### src/shared/supervisor_consts.svh
// timing counts and counter widths for the supply supervisor
`ifndef SUPERVISOR_CONSTS_SVH
`define SUPERVISOR_CONSTS_SVH
`define CLK_HZ 10000000
`define OSC_HZ 30000
// mclk cycles per internal oscillator sample
`define OSC_DIV ((`CLK_HZ + `OSC_HZ - 1) / `OSC_HZ)
`define OSC_PERIOD_NS 33333
`define RST_STRETCH_MS 25
// least times round up to whole sample periods
`define RST_TICKS ((`RST_STRETCH_MS * 1000000 + `OSC_PERIOD_NS - 1) / `OSC_PERIOD_NS)
`define WARN_PULSE_US 200
`define WARN_TICKS ((`WARN_PULSE_US * 1000 + `OSC_PERIOD_NS - 1) / `OSC_PERIOD_NS)
`define SENSE_SAMPLES 3
`define PB_SAMPLES 4
`define SEAL_PULSES 3
// cycle grace before chip select is forced off; not given, plain default
`define GRACE_TICKS 3
`define CNT_W 10
`define TICK_W 16
`endif

### src/shared/supervisor_pkg.sv
// types for the supply supervisor
package supervisor_pkg;
  typedef enum logic [1:0] {
    CS_PASS = 2'b00,
    CS_GRACE = 2'b01,
    CS_LOCK = 2'b10
  } cs_state_type;
endpackage : supervisor_pkg

### src/core/supply_supervisor.sv
// supply supervisor: pushbutton reset, early warning, ram guard, seal and power-fail outputs
`timescale 1ns/1ps
`include "supervisor_consts.svh"
module supply_supervisor
  import supervisor_pkg::*;
(
  // clock and reset
  input wire logic i_mclk,
  input wire logic i_resetn,
  // analog comparator results and board pins
  input wire logic i_pushbutton_reset_n,
  input wire logic i_mode_select,
  input wire logic i_sense_low,
  input wire logic i_sense_neg,
  input wire logic i_main_below_trip,
  input wire logic i_main_below_bat,
  input wire logic i_chip_sel_n,
  // processor outputs
  output logic o_reset,
  output logic o_reset_n,
  output logic o_warn_n,
  output logic o_warn_oe,
  // memory and power switching
  output logic o_chip_sel_out_n,
  output logic o_power_fail_flag,
  output logic o_power_fail_flag_n,
  output logic o_battery_sealed
);
  // two-flop synchronisers for all comparator and board pins; i_resetn stays asynchronous
  logic [7:0] sync1_reg, sync2_reg, sync1_next, sync2_next;
  always_comb begin
    sync1_next = {i_pushbutton_reset_n, i_mode_select, i_sense_low, i_sense_neg,
                  i_main_below_trip, i_main_below_bat, i_chip_sel_n, 1'b0};
    sync2_next = sync1_reg;
  end
  always_ff @(posedge i_mclk or negedge i_resetn) begin
    if (!i_resetn) begin
      // reset reads as a dead supply with idle pins: no false seal edge, no early arming
      sync1_reg <= 8'hce;
      sync2_reg <= 8'hce;
    end else begin
      sync1_reg <= sync1_next;
      sync2_reg <= sync2_next;
    end
  end
  logic pb_n, backed, sense_low, sense_neg, below_trip, below_bat, cs_in_n;
  assign pb_n = sync2_reg[7];
  assign backed = sync2_reg[6];
  assign sense_low = sync2_reg[5];
  assign sense_neg = sync2_reg[4];
  assign below_trip = sync2_reg[3];
  assign below_bat = sync2_reg[2];
  assign cs_in_n = sync2_reg[1];

  // internal oscillator sample tick
  logic [`TICK_W-1:0] div_reg, div_next;
  logic tick;
  assign tick = (div_reg == `TICK_W'(`OSC_DIV - 1));
  always_comb begin
    div_next = tick ? '0 : div_reg + `TICK_W'(1);
  end

  // pushbutton debounce and reset stretch
  logic [2:0] pb_cnt_reg, pb_cnt_next;
  logic pressed_reg, pressed_next;
  logic [`CNT_W-1:0] rst_cnt_reg, rst_cnt_next;
  logic pb_enable;
  assign pb_enable = !below_bat && !(backed && sense_low);
  always_comb begin
    pb_cnt_next = pb_cnt_reg;
    pressed_next = pressed_reg;
    rst_cnt_next = rst_cnt_reg;
    if (!pb_enable) begin
      pb_cnt_next = '0;
      pressed_next = 1'b0;
    end else if (tick) begin
      if (!pb_n) begin
        if (pb_cnt_reg != 3'(`PB_SAMPLES))
          pb_cnt_next = pb_cnt_reg + 3'd1;
        else
          pressed_next = 1'b1;
      end else begin
        pb_cnt_next = '0;
        if (pressed_reg) begin
          pressed_next = 1'b0;
          rst_cnt_next = `CNT_W'(`RST_TICKS);
        end
      end
    end
    if (tick && !pressed_reg && rst_cnt_reg != '0 && !(pressed_reg && pb_n))
      rst_cnt_next = (pb_enable && pressed_reg && pb_n) ? rst_cnt_next : rst_cnt_reg - `CNT_W'(1);
    if (pb_enable && tick && pressed_reg && pb_n)
      rst_cnt_next = `CNT_W'(`RST_TICKS);
  end

  // early warning filter and pulse
  logic [1:0] low_cnt_reg, low_cnt_next;
  logic warn_reg, warn_next;
  logic [`CNT_W-1:0] warn_cnt_reg, warn_cnt_next;
  logic armed_reg, armed_next;
  logic trip_d_reg, trip_d_next;
  logic [1:0] seal_cnt_reg, seal_cnt_next;
  logic neg_d_reg, neg_d_next;
  logic sealed_reg, sealed_next;
  always_comb begin
    low_cnt_next = low_cnt_reg;
    warn_next = warn_reg;
    warn_cnt_next = warn_cnt_reg;
    armed_next = armed_reg;
    trip_d_next = below_trip;
    // warning stays off until main supply first reaches trip
    if (!below_trip)
      armed_next = 1'b1;
    else if (below_bat)
      armed_next = 1'b0;
    if (tick) begin
      if (!sense_low || !armed_reg) begin
        low_cnt_next = '0;
      end else if (low_cnt_reg != 2'(`SENSE_SAMPLES)) begin
        low_cnt_next = low_cnt_reg + 2'd1;
        if (low_cnt_reg == 2'(`SENSE_SAMPLES - 1) && !warn_reg) begin
          warn_next = 1'b1;
          warn_cnt_next = `CNT_W'(`WARN_TICKS);
        end
      end
      if (warn_reg && warn_cnt_reg != '0)
        warn_cnt_next = warn_cnt_reg - `CNT_W'(1);
      if (warn_reg && warn_cnt_reg == '0)
        warn_next = 1'b0;
    end
    // a sense-started warning ends early when sense returns; a main-trip pulse runs its full timeout unless main falls below battery
    if (warn_reg && !sense_low && low_cnt_reg == 2'(`SENSE_SAMPLES))
      warn_next = 1'b0;
    // non-backed mode: main trip is the sense crossing when sense is the switched supply
    if (!backed && below_trip && !trip_d_reg && armed_reg && !warn_reg) begin
      warn_next = 1'b1;
      warn_cnt_next = `CNT_W'(`WARN_TICKS);
    end
    if (below_bat)
      warn_next = 1'b0;
  end

  // freshness seal: count below-ground pulses, leave on supply return
  always_comb begin
    neg_d_next = sense_neg;
    seal_cnt_next = seal_cnt_reg;
    sealed_next = sealed_reg;
    if (sense_neg && !neg_d_reg && !sealed_reg) begin
      if (seal_cnt_reg == 2'(`SEAL_PULSES - 1))
        sealed_next = 1'b1;
      seal_cnt_next = seal_cnt_reg + 2'd1;
    end
    // leave only on the return of the supply, so the seal survives until power is cycled
    if (sealed_reg && !below_bat && o_power_fail_flag) begin
      sealed_next = 1'b0;
      seal_cnt_next = '0;
    end
  end

  // ram chip select guard
  cs_state_type cs_reg, cs_next;
  logic [2:0] grace_reg, grace_next;
  logic cs_out_next;
  always_comb begin
    cs_next = cs_reg;
    grace_next = grace_reg;
    cs_out_next = 1'b1;
    case (cs_reg)
      CS_PASS: begin
        cs_out_next = cs_in_n;
        if (below_trip) begin
          cs_out_next = o_chip_sel_out_n;
          grace_next = 3'(`GRACE_TICKS);
          cs_next = o_chip_sel_out_n ? CS_LOCK : CS_GRACE;
        end
      end
      CS_GRACE: begin
        cs_out_next = o_chip_sel_out_n;
        if (tick && grace_reg != '0)
          grace_next = grace_reg - 3'd1;
        if (cs_in_n || grace_reg == '0) begin
          cs_out_next = 1'b1;
          cs_next = CS_LOCK;
        end
      end
      CS_LOCK: begin
        cs_out_next = 1'b1;
        if (!below_trip)
          cs_next = CS_PASS;
      end
      default: cs_next = CS_LOCK;
    endcase
  end

  always_ff @(posedge i_mclk or negedge i_resetn) begin
    if (!i_resetn) begin
      div_reg <= '0;
      pb_cnt_reg <= '0;
      pressed_reg <= 1'b0;
      rst_cnt_reg <= '0;
      low_cnt_reg <= '0;
      warn_reg <= 1'b0;
      warn_cnt_reg <= '0;
      armed_reg <= 1'b0;
      trip_d_reg <= 1'b1;
      seal_cnt_reg <= '0;
      neg_d_reg <= 1'b0;
      sealed_reg <= 1'b0;
      cs_reg <= CS_LOCK;
      grace_reg <= '0;
      o_chip_sel_out_n <= 1'b1;
      o_reset <= 1'b0;
      o_reset_n <= 1'b1;
      o_warn_n <= 1'b1;
      o_warn_oe <= 1'b1;
      o_power_fail_flag <= 1'b1;
      o_power_fail_flag_n <= 1'b0;
      o_battery_sealed <= 1'b0;
    end else begin
      div_reg <= div_next;
      pb_cnt_reg <= pb_cnt_next;
      pressed_reg <= pressed_next;
      rst_cnt_reg <= rst_cnt_next;
      low_cnt_reg <= low_cnt_next;
      warn_reg <= warn_next;
      warn_cnt_reg <= warn_cnt_next;
      armed_reg <= armed_next;
      trip_d_reg <= trip_d_next;
      seal_cnt_reg <= seal_cnt_next;
      neg_d_reg <= neg_d_next;
      sealed_reg <= sealed_next;
      cs_reg <= cs_next;
      grace_reg <= grace_next;
      o_chip_sel_out_n <= cs_out_next;
      o_reset <= pressed_next || rst_cnt_next != '0;
      o_reset_n <= !(pressed_next || rst_cnt_next != '0);
      o_warn_n <= !warn_next;
      // floating saves battery when the processor is not backed
      o_warn_oe <= !(below_bat && !backed);
      o_power_fail_flag <= below_bat;
      o_power_fail_flag_n <= !below_bat;
      o_battery_sealed <= sealed_next;
    end
  end

  a_reset_follows_press: assert property (@(posedge i_mclk) disable iff (!i_resetn)
    pressed_reg && pb_enable |=> o_reset && !o_reset_n)
    else $error("reset not active while pressed");
  a_stretch_loaded: assert property (@(posedge i_mclk) disable iff (!i_resetn)
    $fell(pressed_reg) && pb_enable |-> rst_cnt_reg == `CNT_W'(`RST_TICKS))
    else $error("stretch not loaded");
  a_pb_blocked: assert property (@(posedge i_mclk) disable iff (!i_resetn)
    (below_bat || (backed && sense_low)) |=> !pressed_reg)
    else $error("pushbutton not ignored");
  a_warn_filter: assert property (@(posedge i_mclk) disable iff (!i_resetn)
    $rose(warn_reg) && backed |-> $past(low_cnt_reg) == 2'd2)
    else $error("warning without three samples");
  a_warn_release: assert property (@(posedge i_mclk) disable iff (!i_resetn)
    warn_reg && !sense_low && low_cnt_reg == 2'd3 |=> !warn_reg)
    else $error("warning not released");
  a_warn_float: assert property (@(posedge i_mclk) disable iff (!i_resetn)
    below_bat && !backed |=> !o_warn_oe)
    else $error("warning not floated");
  a_cs_pass: assert property (@(posedge i_mclk) disable iff (!i_resetn)
    cs_reg == CS_PASS && !below_trip |=> o_chip_sel_out_n == $past(cs_in_n))
    else $error("chip select not passed");
  a_cs_lock: assert property (@(posedge i_mclk) disable iff (!i_resetn)
    cs_reg == CS_LOCK |=> o_chip_sel_out_n)
    else $error("chip select not locked");
  a_pf_pair: assert property (@(posedge i_mclk) disable iff (!i_resetn)
    o_power_fail_flag != o_power_fail_flag_n ##1 o_power_fail_flag == $past(below_bat))
    else $error("power fail outputs wrong");
  c_press: cover property (@(posedge i_mclk) disable iff (!i_resetn) $fell(pressed_reg));
  c_warn: cover property (@(posedge i_mclk) disable iff (!i_resetn) $fell(warn_reg));
  c_trip_pulse: cover property (@(posedge i_mclk) disable iff (!i_resetn) $rose(warn_reg) && !backed && !sense_low);
  c_grace: cover property (@(posedge i_mclk) disable iff (!i_resetn) cs_reg == CS_GRACE);
  c_seal: cover property (@(posedge i_mclk) disable iff (!i_resetn) $rose(sealed_reg));
endmodule : supply_supervisor

### config.mk
export PLATFORM = sky130hd
export DESIGN_NAME = supply_supervisor
export DESIGN_NICKNAME = d
export VERILOG_FILES = /design/src/shared/supervisor_pkg.sv /design/src/core/supply_supervisor.sv
export VERILOG_INCLUDE_DIRS = /design/src /design/src/shared
export SDC_FILE = /design/constraint.sdc
export NUM_CORES = 1
export LEC_CHECK = 0
export ABC_AREA = 1
export BUFFER_PORTS_ARGS = -buffer_cell sky130_fd_sc_hd__buf_2
export CELL_PAD_IN_SITES_DETAIL_PLACEMENT = 2
export CELL_PAD_IN_SITES_GLOBAL_PLACEMENT = 2
export CORE_ASPECT_RATIO = 0.6
export CORE_MARGIN = 2
export CORE_UTILIZATION = 37
export CTS_CLUSTER_SIZE = 24
export DETAILED_ROUTE_END_ITERATION = 6
export GPL_TIMING_DRIVEN = 0
export PLACE_DENSITY = 0.78
export SETUP_SLACK_MARGIN = 0.2
export SLEW_MARGIN = 20
export SYNTH_ARGS = -nofsm -noshare
export SYNTH_HDL_FRONTEND = slang
export SYNTH_SLANG_ARGS = --single-unit
### constraint.sdc
create_clock -name i_mclk -period 2.1 [get_ports i_mclk]
set_input_delay 0.21 -clock i_mclk [delete_from_list [all_inputs] [get_ports i_mclk]]
set_output_delay 0.21 -clock i_mclk [all_outputs]
set_load 0.005 [all_outputs]
==> Word level (Yosys, flattened, before mapping) <==
Cells that the tools add are included.
{ "op_classes": {"addsub": 7, "n_eq_ne": 17, "muxes": 50, "n_reduce_logical": 64} }
{ "ops": {"columns": ["op", "n"], "rows": [
  ["$mux W10", 13],
  ["$reduce_bool A10 Y1", 3],
  ["$logic_and A1 B1 Y1", 26],
  ["$sub A10 B1 Y10 const B", 2],
  ["$mux W1", 19],
  ["$mux W3", 6],
  ["$add A16 B1 Y16 const B", 1],
  ["$eq A16 B9 Y1 const B", 1],
  ["$mux W16", 1],
  ["$mux W2", 8],
  ["$ne A2 B2 Y1 const B", 8],
  ["$logic_not A1 Y1", 14],
  ["$logic_not A10 Y1", 1],
  ["$reduce_bool A2 Y1", 5],
  ["$reduce_bool A3 Y1", 3],
  ["$eq A2 B2 Y1 const B", 4],
  ["$reduce_and A2 Y1", 4],
  ["$pmux W2 S3", 1],
  ["$pmux W3 S2", 1],
  ["$reduce_and A3 Y1", 2],
  ["$add A2 B1 Y2 const B", 2],
  ["$reduce_and A4 Y1", 1],
  ["$add A3 B1 Y3 const B", 1],
  ["$logic_not A3 Y1", 1],
  ["other kinds (8)", 10]
]} }
{ "word_totals": {"regBits": 75, "in_bits": 9, "wordCells": 161} }

==> Logic depth before layout (Yosys ltp) <==
Gate-level depths: netlist of run 1.
{ "logic_depth": {"word_depth": 11, "mapped_depth": 15, "depth_no_buf": 15} }

==> Worst setup path after synthesis of run 1 <==
No wires, ideal clock.
{ "synth_path": {"kind": "reg2reg", "startpoint": "register div_reg[1]", "endpoint": "register o_reset", "setup_time_ns": 0.127, "t_arrival_ns": 1.588, "required_ns": 1.973, "path_slack_ns": 0.385, "path_stages_with_launch": 13, "path_buffers": 1, "period_less_slack_ns": 1.715, "path_cell_list": "dfrtp_1 > inv_1 > ha_1 > nand2_1 > nor2_1 > nand2_2 > nor2_4 > buf_6 > nand4_2 > nand2_1 > nand3_2 > nor3_1 > nand3_1"} }
{ "synth_between": {"elab_chain_cells": 8, "word_cells_on_any_way": 16} }
{ "synth_lines": {"columns": ["element", "line", "text"], "rows": [
  ["from (decl)", "supply_supervisor.sv:56", "logic [`TICK_W-1:0] div_reg, div_next;"],
  ["from (signal assigned)", "supply_supervisor.sv:220", "div_reg <= div_next;"],
  ["$eq A16 B9 Y1 *", "supply_supervisor.sv:58", "assign tick = (div_reg == `TICK_W'(`OSC_DIV - 1));"],
  ["$mux W10 / $logic_and A1 B1 Y1 (equally long branches)", "supply_supervisor.sv:76, supply_supervisor.sv:90", null],
  ["$mux W10 / $logic_and A1 B1 Y1 (equally long branches)", "supply_supervisor.sv:73, supply_supervisor.sv:90", null],
  ["$mux W10 / $logic_and A1 B1 Y1 (equally long branches)", "supply_supervisor.sv:91, supply_supervisor.sv:90", null],
  ["$mux W10", "supply_supervisor.sv:90", "if (tick && !pressed_reg && rst_cnt_reg != '0 && !(pressed_reg && pb_n))"],
  ["$mux W10 *", "supply_supervisor.sv:92", "if (pb_enable && tick && pressed_reg && pb_n)"],
  ["via rst_cnt_next[6]", "supply_supervisor.sv:66", "logic [`CNT_W-1:0] rst_cnt_reg, rst_cnt_next;"],
  ["$reduce_bool A10 Y1 *", "supply_supervisor.sv:235", "o_reset <= pressed_next || rst_cnt_next != '0;"],
  ["$logic_or A1 B1 Y1 *", "supply_supervisor.sv:235", null],
  ["to (signal assigned)", "supply_supervisor.sv:212", "o_reset <= 1'b0;"],
  ["to (signal assigned)", "supply_supervisor.sv:235", null],
  ["to (decl)", "supply_supervisor.sv:19", "output logic o_reset,"]
]} }
Mark *: on every way through the listed nets, which the timed path passes. The rest lies on a longest branch.
A chain may end at the register's enable or synchronous reset.

==> Final worst setup path of run 1 <==
{ "layout_path": {"startpoint": "register rst_cnt_reg[7]", "endpoint": "register o_reset"} }
{ "layout_between": {"word_cells_on_any_way": 13} }
{ "layout_lines": {"columns": ["element", "line", "text"], "rows": [
  ["from (decl)", "supply_supervisor.sv:66", null],
  ["from (signal assigned)", "supply_supervisor.sv:223", "rst_cnt_reg <= rst_cnt_next;"],
  ["$reduce_bool A10 Y1", "supply_supervisor.sv:90", null],
  ["$logic_and A1 B1 Y1 (2 in series)", "supply_supervisor.sv:90", null],
  ["$mux W10", "supply_supervisor.sv:90", null],
  ["$mux W10", "supply_supervisor.sv:92", null],
  ["via rst_cnt_next[3]", "supply_supervisor.sv:66", null],
  ["$reduce_bool A10 Y1", "supply_supervisor.sv:235", null],
  ["$logic_or A1 B1 Y1", "supply_supervisor.sv:235", null]
]} }
The timed path passes the listed nets, and every way through them passes these cells.

==> insert_results.sql, run 1 <==
INSERT INTO impl_metrics (metric_group, metric, value, unit) VALUES
('final_layout', 'num-fill-cells', '1134', ''),
('job', 'drv.max_cap_violation_count', '0', ''),
('synth', 'async_reset_ff_share', '100', '%'),
('grt', 'global_route_wire_length_before_repair', '22400', 'um'),
('timing', 'slew_violations', '0', ''),
('clocking', 'clkLatencyLatePin', '0.36', 'ns'),
('drt', 'drt-total-wl', '17700', 'um'),
('clocking', 'cts_tree', 'done', ''),
('floorplanning', 'coreArea', '0.0105', 'mm2'),
('synth', 'netlist_top_cells_count', 'sky130_fd_sc_hd__nand2_1, sky130_fd_sc_hd__nor2_1, sky130_fd_sc_hd__inv_1', ''),
('drt', 'antenna_violating_nets_post_route', '0', ''),
('synth', 'yosys.area.top_type', 'sky130_fd_sc_hd__dfrtp_1', ''),
('synth', 'yosysTopAreaCellShare', '37.0', '%'),
('synth', 'post_synth_main_area_contributors', 'sky130_fd_sc_hd__dfrtp_1, sky130_fd_sc_hd__dfstp_2, sky130_fd_sc_hd__nand2_1', ''),
('drt', 'via_count', '3816', ''),
('grt', 'grt.total_usage', '26.1', '%'),
('worst_setup_path', 'worst-path-buf-inv', '1', ''),
('clocking', 'clock_sink_total', '75', ''),
('final_layout', 'multi_input_comb_area', '0.00210', 'mm2'),
('pwr', 'power.static_leakage', '2.61', 'nW'),
('final_layout', 'post-route-util', '52.0', '%'),
('timing', 'achievable-frequency', '456', 'MHz'),
('timing', 'rsz0062_at_grt', 'yes', ''),
('synth', 'ys.warnings.count', '0', ''),
('final_layout', 'largest_register_ffs', '16', ''),
('synth', 'number_of_register_bits_inferred_by_synthesis', '75', ''),
('drt', 'routed_wire_length_per_instance', '24.9', 'um'),
('timing', 'period_needed', '2.19', 'ns'),
('final_layout', 'area_growth_syn_to_layout', '38.5', '%'),
('clocking', 'cts_inserted_buffers', '9', ''),
('pwr', 'power_density', '732', 'mW/mm2'),
('grt', 'grt_pass1_vias', '4112', ''),
('drt', 'drcViolationCount', '0', ''),
('run_status', 'failed_checks', 'negative setup slack', ''),
('run_status', 'outcome', 'finished, violations left', ''),
('final_layout', 'antenna_cells_inserted', '0', ''),
('placement', 'dpl.hpwl', '8610', 'um'),
('drt', 'routed_via_density', '5.37', ''),
('grt', 'grt_start_max_net_pins', '49', ''),
('floorplanning', 'top_level_ports', '17', ''),
('clocking', 'cts.reportedPaths.clkPinSlew', '0.06', 'ns'),
('worst_setup_path', 'arrival', '2.43', 'ns'),
('worst_setup_path', 'highest_cell_delay_on_the_worst_timing_path', '0.41', 'ns'),
('timing', 'finalSetupViolCount', '3', ''),
('synth', 'syn-instance-count', '487', ''),
('final_layout', 'drive_gt1_share', '38.9', '%'),
('placement', 'placement.cell_area', '0.00421', 'mm2'),
('timing', 'slew_headroom', '56.3', '%'),
('floorplanning', 'floorplan.initialDensity', '37.5', '%'),
('worst_setup_path', 'top_family_by_delay_on_critical_path', 'simple AND/OR/NAND/NOR gates', ''),
('grt', 'globalRoute.totalOverflow', '0', ''),
('grt', 'number_of_antenna_violations_at_the_first_check_in_global_routing', '0', ''),
('worst_setup_path', 'rr_startpoint', 'rst_cnt_reg[7]', ''),
('timing', 'timing.clock.skew', '0.0105', 'ns'),
('worst_setup_path', 'critical_path_required', '2.34', 'ns'),
('clocking', 'cts-root-buf', 'sky130_fd_sc_hd__clkbuf_16', ''),
('synth', 'yosysSeqAreaShare', '48.4', '%'),
('synth', 'yosysMostFrequentCell', 'sky130_fd_sc_hd__nand2_1', ''),
('synth', 'synth_edf_count', '0', ''),
('hold_path', 'min-delay-path-class', 'in -> async', ''),
('worst_setup_path', 'critPathLaunch', 'rst_cnt_reg[7]', ''),
('synth', 'number_of_different_library_cells_in_the_post_synthesis_netlist', '35', ''),
('synth', 'postSynth.topFlopCell', 'sky130_fd_sc_hd__dfrtp_1', ''),
('timing', 'finalCritPeriodShare', '104', '%'),
('timing', 'setup_tns', '-0.128', 'ns'),
('worst_setup_path', 'crit_fanout', '7', ''),
('drt', 'detailedRoute.firstPassIterationCount', '4', ''),
('floorplanning', 'die_area', '0.0115', 'mm2'),
('worst_setup_path', 'setup.worst_path.end_class', 'flop', ''),
('timing', 'timing_worst_slew_pin_value', '0.649', 'ns'),
('timing', 'fin_ws', '-0.0927', 'ns');
-- where the power goes --
part	switching [mW]	leakage [nW]	internal, mW
Combinational	0.238	1.51	0.130
Clock	0.703	0.177	1.29
Sequential	0.0756	0.923	1.54
Total	1.02	2.61	2.96
-- kinds of logic after synthesis --
group	after synthesis	synth area share [%]
simple gates	259	29.9
buf+inv	84	8.77
flops	75	48.4
compound gates	44	6.16
xor+xnor	13	2.90
fa+ha+maj	12	3.83
-- stage by stage --
step                      worst slack (ns)  std cells
after floorplan                      0.385        487
after global placement              -0.128        642
after detailed placement            -0.258        643
after CTS                            0.103        685
after global routing                -0.191        710
final                              -0.0927        710
-- final timing paths --
check	end	depth (start not counted)
min	pb_cnt_reg[0]	2
min reg2reg	sync2_reg[7]	0
max	o_reset	10
max in group asynchronous	o_warn_oe	3
min in group i_mclk	sync2_reg[7]	0
max reg2reg	o_reset	10
-- routing by layer --
layer | global-route usage, % | part of all wire (%) | vias up
li1 | - | - | 1689
met1 | 33.3 | 42 | 1996
met2 | 42.9 | 51 | 88
met3 | 6.19 | 3.1 | 43
met4 | 10.0 | 3.7 | 0
met5 | 0 | 0 | -
-- repair_timing --
item	4_1_cts	5_1_grt
setup endpoints to repair	28	32
cloned	1	0
pin swaps	29	34
buffers inserted	17	25
resized for setup	60	80
endpoints found under the hold margin	24	0
hold buffers	8	0
-- placed cells by master, fill, tap and decap left out, types with 2 or more instances in the layout --
cell type,synthesis,layout
sky130_fd_sc_hd__nor2_4,3,18
sky130_fd_sc_hd__nand3_2,3,9
sky130_fd_sc_hd__dfrtp_1,58,52
sky130_fd_sc_hd__nand2_2,5,26
sky130_fd_sc_hd__bufinv_16,0,4
sky130_fd_sc_hd__nor2_2,7,20
sky130_fd_sc_hd__inv_1,73,60
sky130_fd_sc_hd__nand2_1,95,71
sky130_fd_sc_hd__ha_4,0,2
sky130_fd_sc_hd__o21ai_2,0,2
sky130_fd_sc_hd__o21ai_4,0,2
sky130_fd_sc_hd__inv_4,1,2
sky130_fd_sc_hd__ha_1,12,10
sky130_fd_sc_hd__nand4_1,7,7
sky130_fd_sc_hd__nor3b_1,3,2
sky130_fd_sc_hd__o21ai_1,5,8
sky130_fd_sc_hd__nand3_4,0,3
sky130_fd_sc_hd__inv_2,5,17
sky130_fd_sc_hd__o21ai_0,21,14
sky130_fd_sc_hd__nand2_4,0,3
sky130_fd_sc_hd__buf_2,0,15
sky130_fd_sc_hd__nor3_2,2,4
sky130_fd_sc_hd__clkinv_4,0,2
sky130_fd_sc_hd__dfstp_2,17,17
sky130_fd_sc_hd__dlygate4sd3_1,0,8
sky130_fd_sc_hd__buf_6,3,7
sky130_fd_sc_hd__nor3_1,7,4
sky130_fd_sc_hd__buf_4,1,40
sky130_fd_sc_hd__xor2_1,12,12
sky130_fd_sc_hd__nand3_1,40,31
sky130_fd_sc_hd__nor2_1,80,52
sky130_fd_sc_hd__or2_2,2,2
sky130_fd_sc_hd__dfrtp_2,0,6
sky130_fd_sc_hd__clkbuf_16,0,9
sky130_fd_sc_hd__a31oi_1,4,3
sky130_fd_sc_hd__a21oi_1,7,5
-- area by class of cell --
class	instances	share of cell area [%]
timing repair buffer	68	9.79
tap	139	3.20
sequential	75	35.1
buffer	4	0.829
clock inverter	6	2.53
multi-input combinational	328	38.7
clock buffer	10	4.22
inverter	80	5.62
-- worst register-to-register path: stages (launching register included) --
cell and delay, ns:
sky130_fd_sc_hd__dfrtp_1 0.41, sky130_fd_sc_hd__nor2_1 0.31, sky130_fd_sc_hd__nand2_1 0.20, sky130_fd_sc_hd__nor2_4 0.20, sky130_fd_sc_hd__nand2_4 0.14, sky130_fd_sc_hd__inv_1 0.14, sky130_fd_sc_hd__nor2_4 0.08, sky130_fd_sc_hd__nand3_1 0.13
sky130_fd_sc_hd__nand3_2 0.17, sky130_fd_sc_hd__nor3_2 0.20, sky130_fd_sc_hd__nand3_1 0.09
Note: power is estimated with default switching activity, not from simulation.
==> inputs of run 2 (changes only) <==
--- a/config.mk
+++ b/config.mk
@@ -6,17 +6,16 @@
 export SDC_FILE = /design/constraint.sdc
 export NUM_CORES = 1
 export LEC_CHECK = 0
-export ABC_AREA = 1
 export BUFFER_PORTS_ARGS = -buffer_cell sky130_fd_sc_hd__buf_2
 export CELL_PAD_IN_SITES_DETAIL_PLACEMENT = 2
 export CELL_PAD_IN_SITES_GLOBAL_PLACEMENT = 2
 export CORE_ASPECT_RATIO = 0.6
 export CORE_MARGIN = 2
-export CORE_UTILIZATION = 37
+export CORE_UTILIZATION = 40
 export CTS_CLUSTER_SIZE = 24
 export DETAILED_ROUTE_END_ITERATION = 6
 export GPL_TIMING_DRIVEN = 0
-export PLACE_DENSITY = 0.78
+export PLACE_DENSITY = 0.77
 export SETUP_SLACK_MARGIN = 0.2
 export SLEW_MARGIN = 20
 export SYNTH_ARGS = -nofsm -noshare
==> insert_results.sql, run 2 <==
INSERT INTO impl_metrics (metric_group, metric, value, unit) VALUES
('run_status', 'outcome', 'stopped before the end', ''),
('run_status', 'flow.stopped_at', 'global routing', ''),
('run_status', 'toolErrorMsg', '[ERROR DPL-0033] detailed placement checks failed during check placement.', ''),
('grt', 'number_of_antenna_violations_at_the_first_check_in_global_routing', '0', ''),
('clocking', 'cts-root-buf', 'sky130_fd_sc_hd__clkbuf_16', ''),
('synth', 'synth_edf_count', '0', ''),
('synth', 'post_synth.cell_area_avg', '10.4', 'um2'),
('synth', 'async_reset_ff_share', '100', '%'),
('placement', 'globalplace.congestion', '0.794', ''),
('synth', 'yosysSeqAreaShare', '54.2', '%'),
('synth', 'synth_simple_gate_area_share', '20.0', '%'),
('synth', 'synth_mux_area_share', '1.14', '%'),
('timing', 'worst_endpoint', 'o_reset$_DFF_PN0_/D', ''),
('clocking', 'cts_inserted_buffers', '9', ''),
('timing', 'timing.worst_endpoint.kind', 'sequential cell input', ''),
('synth', 'synthesis.area', '0.00350', 'mm2'),
('grt', 'grt_start_max_net_pins', '52', ''),
('synth', 'mappedNetlistNets', '357', ''),
('synth', 'synth_compound_area_share', '12.6', '%'),
('placement', 'placement.cell_area', '0.00379', 'mm2'),
('placement', 'dpl.hpwl', '6720', 'um'),
('synth', 'yosysTopAreaCellShare', '41.5', '%'),
('placement', 'numPortBuffers', '16', ''),
('synth', 'number_of_register_bits_inferred_by_synthesis', '75', ''),
('synth', 'yosys.area.top_type', 'sky130_fd_sc_hd__dfrtp_1', ''),
('synth', 'syn-instance-count', '336', ''),
('synth', 'post_synth_main_area_contributors', 'sky130_fd_sc_hd__dfrtp_1, sky130_fd_sc_hd__dfstp_2, sky130_fd_sc_hd__ha_1', ''),
('clocking', 'clock_path_buffers', '2', ''),
('floorplanning', 'num_rows', '26', ''),
('synth', 'postSynth.topFlopCell', 'sky130_fd_sc_hd__dfrtp_1', ''),
('synth', 'synth-adder-area-share', '4.29', '%'),
('synth', 'synth_xor_xnor_area_share', '4.50', '%'),
('synth', 'ys.warnings.count', '0', ''),
('synth', 'netlist_top_cells_count', 'sky130_fd_sc_hd__dfrtp_1, sky130_fd_sc_hd__nor2_1, sky130_fd_sc_hd__nand2_1', ''),
('synth', 'synth_top_family_by_area', 'simple AND/OR/NAND/NOR gates', ''),
('floorplanning', 'die_x', '125', 'um'),
('clocking', 'clock_sink_total', '75', ''),
('clocking', 'htree_levels', '3', ''),
('floorplanning', 'floorplan.die.height', '76.5', 'um'),
('floorplanning', 'top_level_ports', '17', ''),
('synth', 'number_of_different_library_cells_in_the_post_synthesis_netlist', '50', ''),
('floorplanning', 'floorplan.initialDensity', '41.2', '%'),
('synth', 'yosysMostFrequentCell', 'sky130_fd_sc_hd__dfrtp_1', '');
run 2: cell families after synthesis:
group / after synthesis
simple gates: 128
mux: 4
flops: 75
compound gates: 69
fa+ha+maj: 12
buf+inv: 30
xor+xnor: 18
run 2: per-stage QoR:
stage,std cells,setup TNS [ns],setup WS (ns),hold slack [ns],util [%]
floorplan,336,-0.633,-0.451,-0.0856,-
global placement,464,-4.54,-0.727,0.315,44.3
detailed placement,465,-7.57,-0.738,0.143,44.7
CTS,520,-1.68,-0.517,0.326,56.2
run 2: timing repair:
action | in CTS
setup buffers | 30
gates resized for setup | 64
hold buffers | 8
cloned | 1
hold endpoints to repair | 23
setup endpoints to repair | 40
pin swaps | 18
==> inputs of run 3 (changes only) <==
--- a/config.mk
+++ b/config.mk
@@ -7,16 +7,11 @@
 export NUM_CORES = 1
 export LEC_CHECK = 0
 export BUFFER_PORTS_ARGS = -buffer_cell sky130_fd_sc_hd__buf_2
-export CELL_PAD_IN_SITES_DETAIL_PLACEMENT = 2
-export CELL_PAD_IN_SITES_GLOBAL_PLACEMENT = 2
-export CORE_ASPECT_RATIO = 0.6
 export CORE_MARGIN = 2
-export CORE_UTILIZATION = 40
-export CTS_CLUSTER_SIZE = 24
+export CORE_UTILIZATION = 35
 export DETAILED_ROUTE_END_ITERATION = 6
 export GPL_TIMING_DRIVEN = 0
-export PLACE_DENSITY = 0.77
-export SETUP_SLACK_MARGIN = 0.2
+export PLACE_DENSITY_LB_ADDON = 0.15
 export SLEW_MARGIN = 20
 export SYNTH_ARGS = -nofsm -noshare
 export SYNTH_HDL_FRONTEND = slang
==> insert_results.sql, run 3 <==
INSERT INTO impl_metrics (metric_group, metric, value, unit) VALUES
('run_status', 'outcome', 'finished, violations left', ''),
('run_status', 'failed_checks', 'negative setup slack', ''),
('pwr', 'comb_power_share', '8.4', '%'),
('synth', 'yosysTopAreaCellShare', '41.5', '%'),
('synth', 'synthesis.area', '0.00350', 'mm2'),
('clocking', 'cts.reportedPaths.clkPinSlew', '0.09', 'ns'),
('timing', 'slew_headroom', '66.5', '%'),
('synth', 'postSynth.topFlopCell', 'sky130_fd_sc_hd__dfrtp_1', ''),
('pwr', 'power_density', '630', 'mW/mm2'),
('pwr', 'seq_power_share', '54.1', '%'),
('drt', 'drt-total-wl', '7480', 'um'),
('worst_setup_path', 'critical_path_required', '2.34', 'ns'),
('worst_setup_path', 'worstSetupPathType', 'reg -> reg', ''),
('synth', 'synth_xor_xnor_area_share', '4.50', '%'),
('synth', 'synth_top_family_by_area', 'simple AND/OR/NAND/NOR gates', ''),
('synth', 'post_synth_main_area_contributors', 'sky130_fd_sc_hd__dfrtp_1, sky130_fd_sc_hd__dfstp_2, sky130_fd_sc_hd__ha_1', ''),
('timing', 'timing.clock.skew', '0.0123', 'ns'),
('job', 'drv.max_cap_violation_count', '0', ''),
('synth', 'yosys.area.top_type', 'sky130_fd_sc_hd__dfrtp_1', ''),
('synth', 'ys.warnings.count', '0', ''),
('pwr', 'total_switching_power', '0.805', 'mW'),
('worst_setup_path', 'r2r_setup_slack', '-0.53', 'ns'),
('timing', 'finalCritPeriodShare', '125', '%'),
('timing', 'timing.final.hold_violations', '0', ''),
('grt', 'globalRoute.totalOverflow', '0', ''),
('worst_setup_path', 'arrival', '2.88', 'ns'),
('placement', 'dp_cells', '486', ''),
('grt', 'grt.total_usage', '14.2', '%'),
('synth', 'synth-adder-area-share', '4.29', '%'),
('floorplanning', 'num_rows', '36', ''),
('timing', 'finalSetupViolCount', '12', ''),
('final_layout', 'layout_commonest_cell', 'sky130_fd_sc_hd__dfrtp_1', ''),
('timing', 'period_needed', '2.63', 'ns'),
('synth', 'syn-instance-count', '336', ''),
('placement', 'dpl.hpwl', '4480', 'um'),
('synth', 'number_of_register_bits_inferred_by_synthesis', '75', ''),
('clocking', 'cts-root-buf', 'sky130_fd_sc_hd__clkbuf_8', ''),
('synth', 'number_of_different_library_cells_in_the_post_synthesis_netlist', '50', ''),
('final_layout', 'final_design_area_no_fill', '0.00461', 'mm2'),
('synth', 'synth_mux_area_share', '1.14', '%'),
('floorplanning', 'floorplan.die.height', '104', 'um'),
('drt', 'detailedRoute.firstPassIterationCount', '5', ''),
('timing', 'achievable-frequency', '380', 'MHz'),
('synth', 'mappedNetlistNets', '357', ''),
('timing', 'rsz0062_at_grt', 'yes', ''),
('worst_setup_path', 'critical-path-top-cell-by-count', 'sky130_fd_sc_hd__or4_4', ''),
('final_layout', 'largest_register_ffs', '16', ''),
('drt', 'detail_route.iter0.violations', '129', ''),
('clocking', 'cts_tree', 'done', ''),
('worst_setup_path', 'highest_cell_delay_on_the_worst_timing_path', '0.46', 'ns'),
('timing', 'slew_violations', '0', ''),
('drt', 'antenna_violating_nets_post_route', '0', ''),
('final_layout', 'stdcell_count', '539', ''),
('pwr', 'power.internal', '2.10', 'mW'),
('timing', 'fin_ws', '-0.533', 'ns'),
('final_layout', 'post-route-util', '47.3', '%'),
('worst_setup_path', 'timing.critical_path.from_type', 'flop', ''),
('grt', 'grt_start_max_net_pins', '40', ''),
('synth', 'async_reset_ff_share', '100', '%'),
('final_layout', 'drive_gt1_share', '31.8', '%'),
('drt', 'routed_wire_length_per_instance', '13.9', 'um'),
('grt', 'global_route_wire_length_before_repair', '12500', 'um'),
('grt', 'grt_pass1_vias', '2658', ''),
('drt', 'routed_via_density', '5.01', ''),
('worst_setup_path', 'crit_fanout', '2', ''),
('synth', 'synth_compound_area_share', '12.6', '%'),
('placement', 'placement.cell_area', '0.00379', 'mm2'),
('placement', 'numPortBuffers', '16', ''),
('synth', 'netlist_top_cells_count', 'sky130_fd_sc_hd__dfrtp_1, sky130_fd_sc_hd__nor2_1, sky130_fd_sc_hd__nand2_1', ''),
('worst_setup_path', 'cp_cell_sequence', 'or3_4, or4_4, o31ai_4, o311ai_2, or4_4, or4_4', ''),
('synth', 'synth_simple_gate_area_share', '20.0', '%'),
('timing', 'timing_worst_slew_pin_value', '0.497', 'ns'),
('placement', 'globalplace.congestion', '0.772', ''),
('floorplanning', 'die_x', '104', 'um'),
('clocking', 'cts_inserted_buffers', '9', ''),
('synth', 'post_synth.cell_area_avg', '10.4', 'um2'),
('final_layout', 'antenna_cells_inserted', '0', ''),
('hold_path', 'min-delay-path-class', 'in -> async', ''),
('clocking', 'clkLatencyLatePin', '0.36', 'ns'),
('drt', 'via_count', '2700', ''),
('synth', 'synth_edf_count', '0', ''),
('synth', 'yosysMostFrequentCell', 'sky130_fd_sc_hd__dfrtp_1', ''),
('final_layout', 'mostFrequentLayoutCells', 'sky130_fd_sc_hd__dfrtp_1, sky130_fd_sc_hd__buf_4, sky130_fd_sc_hd__nor2_1, sky130_fd_sc_hd__nand2_1, sky130_fd_sc_hd__inv_1', ''),
('final_layout', 'area_growth_syn_to_layout', '31.6', '%'),
('worst_setup_path', 'crit_path_top_delay_cell', 'sky130_fd_sc_hd__or4_4', ''),
('drt', 'drcViolationCount', '0', ''),
('clocking', 'htree_levels', '3', ''),
('grt', 'number_of_antenna_violations_at_the_first_check_in_global_routing', '0', ''),
('synth', 'yosysSeqAreaShare', '54.2', '%'),
('worst_setup_path', 'setup.worst_path.end_class', 'flop', ''),
('pwr', 'p_clk_share', '37.6', '%'),
('final_layout', 'nets', '422', ''),
('floorplanning', 'floorplan.initialDensity', '36.0', '%'),
('floorplanning', 'coreArea', '0.00973', 'mm2'),
('pwr', 'switching_share', '27.7', '%'),
('floorplanning', 'top_level_ports', '17', ''),
('clocking', 'clock_path_buffers', '2', ''),
('pwr', 'power.static_leakage', '2.01', 'nW'),
('clocking', 'clock_sink_total', '75', ''),
('pwr', 'vdd.ir_drop.worst', '0.377', 'mV'),
('floorplanning', 'die_area', '0.0108', 'mm2');
==> run 3: cell counts after synthesis <==
No cell type changed its count.
==> run 3: repair_timing <==
action,in CTS,in global routing
setup endpoints to repair,34,24
gates resized for setup,26,43
setup buffers,20,12
hold endpoints to repair,29,0
hold buffers,8,0
pin swaps,14,10
cloned,1,1
==> run 3: power by group through the flow <==
stage	sequential, mW	clock [mW]	combinational, mW
after floorplan	1.59	0	0.110
after global placement	1.60	0	0.178
after detailed placement	1.60	0	0.189
after CTS	1.57	1.14	0.220
after global routing	1.58	1.19	0.276
final	1.57	1.09	0.243
==> run 3: kinds of logic after synthesis <==
kind of cell	Yosys count
and+or+nand+nor	128
DFF	75
AOI/OAI and AO/OA	69
buffers and inverters	30
xor gates and xnor gates	18
adders and majority gates	12
muxes	4
==> run 3: path summary, 6_finish.rpt <==
kind                              endpoint  depth (start not counted)      startpoint
max reg2reg                        o_reset                          6  rst_cnt_reg[4]
min reg2reg                   sync2_reg[5]                          0    sync1_reg[5]
min in group i_mclk           sync2_reg[5]                          0    sync1_reg[5]
max in group asynchronous        o_reset_n                          3        i_resetn
max                                o_reset                          6  rst_cnt_reg[4]
min                        warn_cnt_reg[5]                          2        i_resetn
==> run 3: critical path: cells and delay by family, from the launching register on <==
family           cells  cell delay, ns
AND/OR/NAND/NOR      4            1.72
flip-flops           1            0.43
AO/OA/AOI/OAI        2            0.38
==> run 3: layout make-up <==
| class | instances | area (um2) |
|---|---|---|
| Multi-Input combinational cell | 231 | 1760 |
| Tap cell | 133 | 166 |
| Clock inverter | 7 | 63.8 |
| Buffer | 9 | 75.1 |
| Fill cell | 902 | 5120 |
| Clock buffer | 9 | 124 |
| Sequential cell | 75 | 1900 |
| Timing Repair Buffer | 55 | 434 |
| Inverter | 20 | 75.1 |
==> run 3: through the flow <==
| step | hold slack [ns] | TNS (ns) | worst slack (ns) | power, mW |
|---|---|---|---|---|
| floorplan | -0.0856 | -0.633 | -0.451 | 1.70 |
| global placement | 0.316 | -8.30 | -0.800 | 1.78 |
| detailed placement | 0.219 | -8.66 | -0.824 | 1.79 |
| CTS | 0.358 | -1.27 | -0.597 | 2.93 |
| global route | 0.365 | -2.94 | -0.591 | 3.04 |
| finish | 0.356 | -1.64 | -0.533 | 2.90 |
==> run 3: metal layers <==
metal	track usage [%]	share of wire, %	vias up
met2	22.1	47	36
met3	2.38	2.5	12
li1	-	-	1332
met5	0	0	-
met4	7.24	2.1	0
met1	19.2	48	1320
==> inputs of run 4 (changes only) <==
--- a/config.mk
+++ b/config.mk
@@ -6,7 +6,7 @@
 export SDC_FILE = /design/constraint.sdc
 export NUM_CORES = 1
 export LEC_CHECK = 0
-export BUFFER_PORTS_ARGS = -buffer_cell sky130_fd_sc_hd__buf_2
+export BUFFER_PORTS_ARGS = -buffer_cell sky130_fd_sc_hd__clkbuf_2
 export CORE_MARGIN = 2
 export CORE_UTILIZATION = 35
 export DETAILED_ROUTE_END_ITERATION = 6
==> insert_results.sql, run 4 (same netlist as run 3, synthesis figures left out) <==
INSERT INTO impl_metrics (metric_group, metric, value, unit) VALUES
('timing', 'rsz0062_at_grt', 'yes', ''),
('hold_path', 'min-delay-path-class', 'reg -> reg', ''),
('final_layout', 'num-fill-cells', '942', ''),
('drt', 'routed_via_density', '4.99', ''),
('drt', 'routed_wire_length_per_instance', '14.3', 'um'),
('clocking', 'clkLatencyLatePin', '0.36', 'ns'),
('floorplanning', 'die_area', '0.0108', 'mm2'),
('grt', 'global_route_wire_length_before_repair', '13300', 'um'),
('timing', 'slew_headroom', '64.3', '%'),
('floorplanning', 'top_level_ports', '17', ''),
('clocking', 'htree_levels', '3', ''),
('clocking', 'cts_tree', 'done', ''),
('floorplanning', 'floorplan.die.height', '104', 'um'),
('clocking', 'cts_inserted_buffers', '9', ''),
('final_layout', 'final_design_area_no_fill', '0.00466', 'mm2'),
('grt', 'globalRoute.totalOverflow', '0', ''),
('placement', 'globalplace.congestion', '0.776', ''),
('placement', 'numPortBuffers', '16', ''),
('timing', 'fin_ws', '-0.573', 'ns'),
('pwr', 'power_density', '623', 'mW/mm2'),
('timing', 'achievable-frequency', '374', 'MHz'),
('worst_setup_path', 'setup.worst_path.end_class', 'flop', ''),
('floorplanning', 'coreArea', '0.00973', 'mm2'),
('floorplanning', 'num_rows', '36', ''),
('worst_setup_path', 'timing.critical_path.from_type', 'flop', ''),
('clocking', 'clock_sink_total', '75', ''),
('drt', 'drcViolationCount', '0', ''),
('timing', 'period_needed', '2.67', 'ns'),
('final_layout', 'largest_register_ffs', '16', ''),
('worst_setup_path', 'critical_path_required', '2.33', 'ns'),
('grt', 'grt_pass1_vias', '2780', ''),
('job', 'drv.max_cap_violation_count', '0', ''),
('pwr', 'power.static_leakage', '2.04', 'nW'),
('drt', 'detail_route.iter0.violations', '111', ''),
('worst_setup_path', 'arrival', '2.91', 'ns'),
('timing', 'finalSetupViolCount', '11', ''),
('drt', 'drt-total-wl', '7720', 'um'),
('timing', 'slew_violations', '0', ''),
('floorplanning', 'floorplan.initialDensity', '36.0', '%'),
('run_status', 'outcome', 'finished, violations left', ''),
('placement', 'placement.cell_area', '0.00379', 'mm2'),
('pwr', 'power.total', '2.90', 'mW'),
('drt', 'via_count', '2692', ''),
('timing', 'finalCritPeriodShare', '127', '%'),
('timing', 'timing.clock.skew', '0.0143', 'ns'),
('timing', 'timing.final.hold_violations', '0', ''),
('timing', 'hold-worst-slack', '0.358', 'ns'),
('timing', 'timing_worst_slew_pin_value', '0.536', 'ns'),
('clocking', 'clock_path_buffers', '2', ''),
('worst_setup_path', 'worstSetupPathType', 'reg -> reg', ''),
('placement', 'dpl.hpwl', '4560', 'um'),
('drt', 'antenna_violating_nets_post_route', '0', ''),
('grt', 'grt.total_usage', '15.3', '%'),
('final_layout', 'mostFrequentLayoutCells', 'sky130_fd_sc_hd__dfrtp_1, sky130_fd_sc_hd__buf_4, sky130_fd_sc_hd__nor2_1, sky130_fd_sc_hd__nand2_1', ''),
('worst_setup_path', 'crit_fanout', '2', ''),
('drt', 'detailedRoute.firstPassIterationCount', '4', ''),
('clocking', 'cts-root-buf', 'sky130_fd_sc_hd__clkbuf_8', ''),
('final_layout', 'layout_commonest_cell', 'sky130_fd_sc_hd__dfrtp_1', ''),
('clocking', 'cts.reportedPaths.clkPinSlew', '0.08', 'ns'),
('pwr', 'vdd.ir_drop.worst', '0.433', 'mV'),
('final_layout', 'area_growth_syn_to_layout', '33.1', '%'),
('final_layout', 'drive_gt1_share', '33.7', '%'),
('floorplanning', 'die_x', '104', 'um'),
('grt', 'grt_start_max_net_pins', '39', ''),
('run_status', 'failed_checks', 'negative setup slack', ''),
('grt', 'number_of_antenna_violations_at_the_first_check_in_global_routing', '0', ''),
('final_layout', 'antenna_cells_inserted', '0', ''),
('final_layout', 'nets', '422', '');
==> run 4: report_power, final <==
group          switching (mW)  internal [mW]  leakage, nW
Clock                   0.582          0.514       0.0957
Combinational           0.118          0.115         1.02
Sequential             0.0566           1.52        0.922
==> run 4: routing by layer <==
| layer | track usage, % | wire [um] |
|---|---|---|
| met1 | 19.7 | 3730 |
| met2 | 24.6 | 3660 |
| met3 | 2.94 | 149 |
| met4 | 7.82 | 181 |
| met5 | 0 | 0 |
==> run 4: layout make-up <==
class	instances	area, um2	area share, %
Clock inverter	5	42.5	0.913
Clock buffer	11	153	3.28
Sequential cell	75	1900	40.9
Buffer	8	77.6	1.67
Inverter	20	75.1	1.61
Tap cell	133	166	3.57
Timing Repair Buffer	56	434	9.32
Multi-Input combinational cell	231	1810	38.8
==> run 4: through the flow <==
| step | setup WS [ns] | TNS (ns) | std cells | utilization (%) |
|---|---|---|---|---|
| 2_1_floorplan | -0.451 | -0.633 | 336 | - |
| 3_3_place_gp | -0.830 | -8.92 | 485 | 38.8 |
| 3_5_place_dp | -0.853 | -10.51 | 486 | 39.0 |
| 4_1_cts | -0.561 | -1.08 | 531 | 45.4 |
| 5_1_grt | -0.604 | -3.00 | 539 | 47.9 |
| 6_report | -0.573 | -1.28 | 539 | 47.9 |
==> run 4: path summary, 6_finish.rpt <==
path                                start  slack [ns]  depth (start not counted)              end
max                        rst_cnt_reg[4]       -0.57                          6          o_reset
min                          sync1_reg[5]        0.36                          0     sync2_reg[5]
max reg2reg                rst_cnt_reg[4]       -0.57                          6          o_reset
min reg2reg                  sync1_reg[5]        0.36                          0     sync2_reg[5]
max in group asynchronous        i_resetn        1.04                          3        o_reset_n
min in group asynchronous        i_resetn        0.40                          2  warn_cnt_reg[5]
==> run 4: worst max-delay path, cell delays in order, from the launching register on <==
cell,delay (ns)
sky130_fd_sc_hd__dfrtp_2,0.42
sky130_fd_sc_hd__or3_4,0.37
sky130_fd_sc_hd__or4_4,0.45
sky130_fd_sc_hd__o31ai_4,0.27
sky130_fd_sc_hd__o311ai_2,0.16
sky130_fd_sc_hd__or4_4,0.46
sky130_fd_sc_hd__or4_4,0.42
==> run 4: what timing repair did <==
item | CTS | global route
gates cloned | 1 | 0
setup buffers | 22 | 9
pin swaps | 11 | 21
resized for setup | 36 | 39
endpoints found under the setup margin | 36 | 28
hold buffers | 8 | 0
endpoints found under the hold margin | 28 | 0
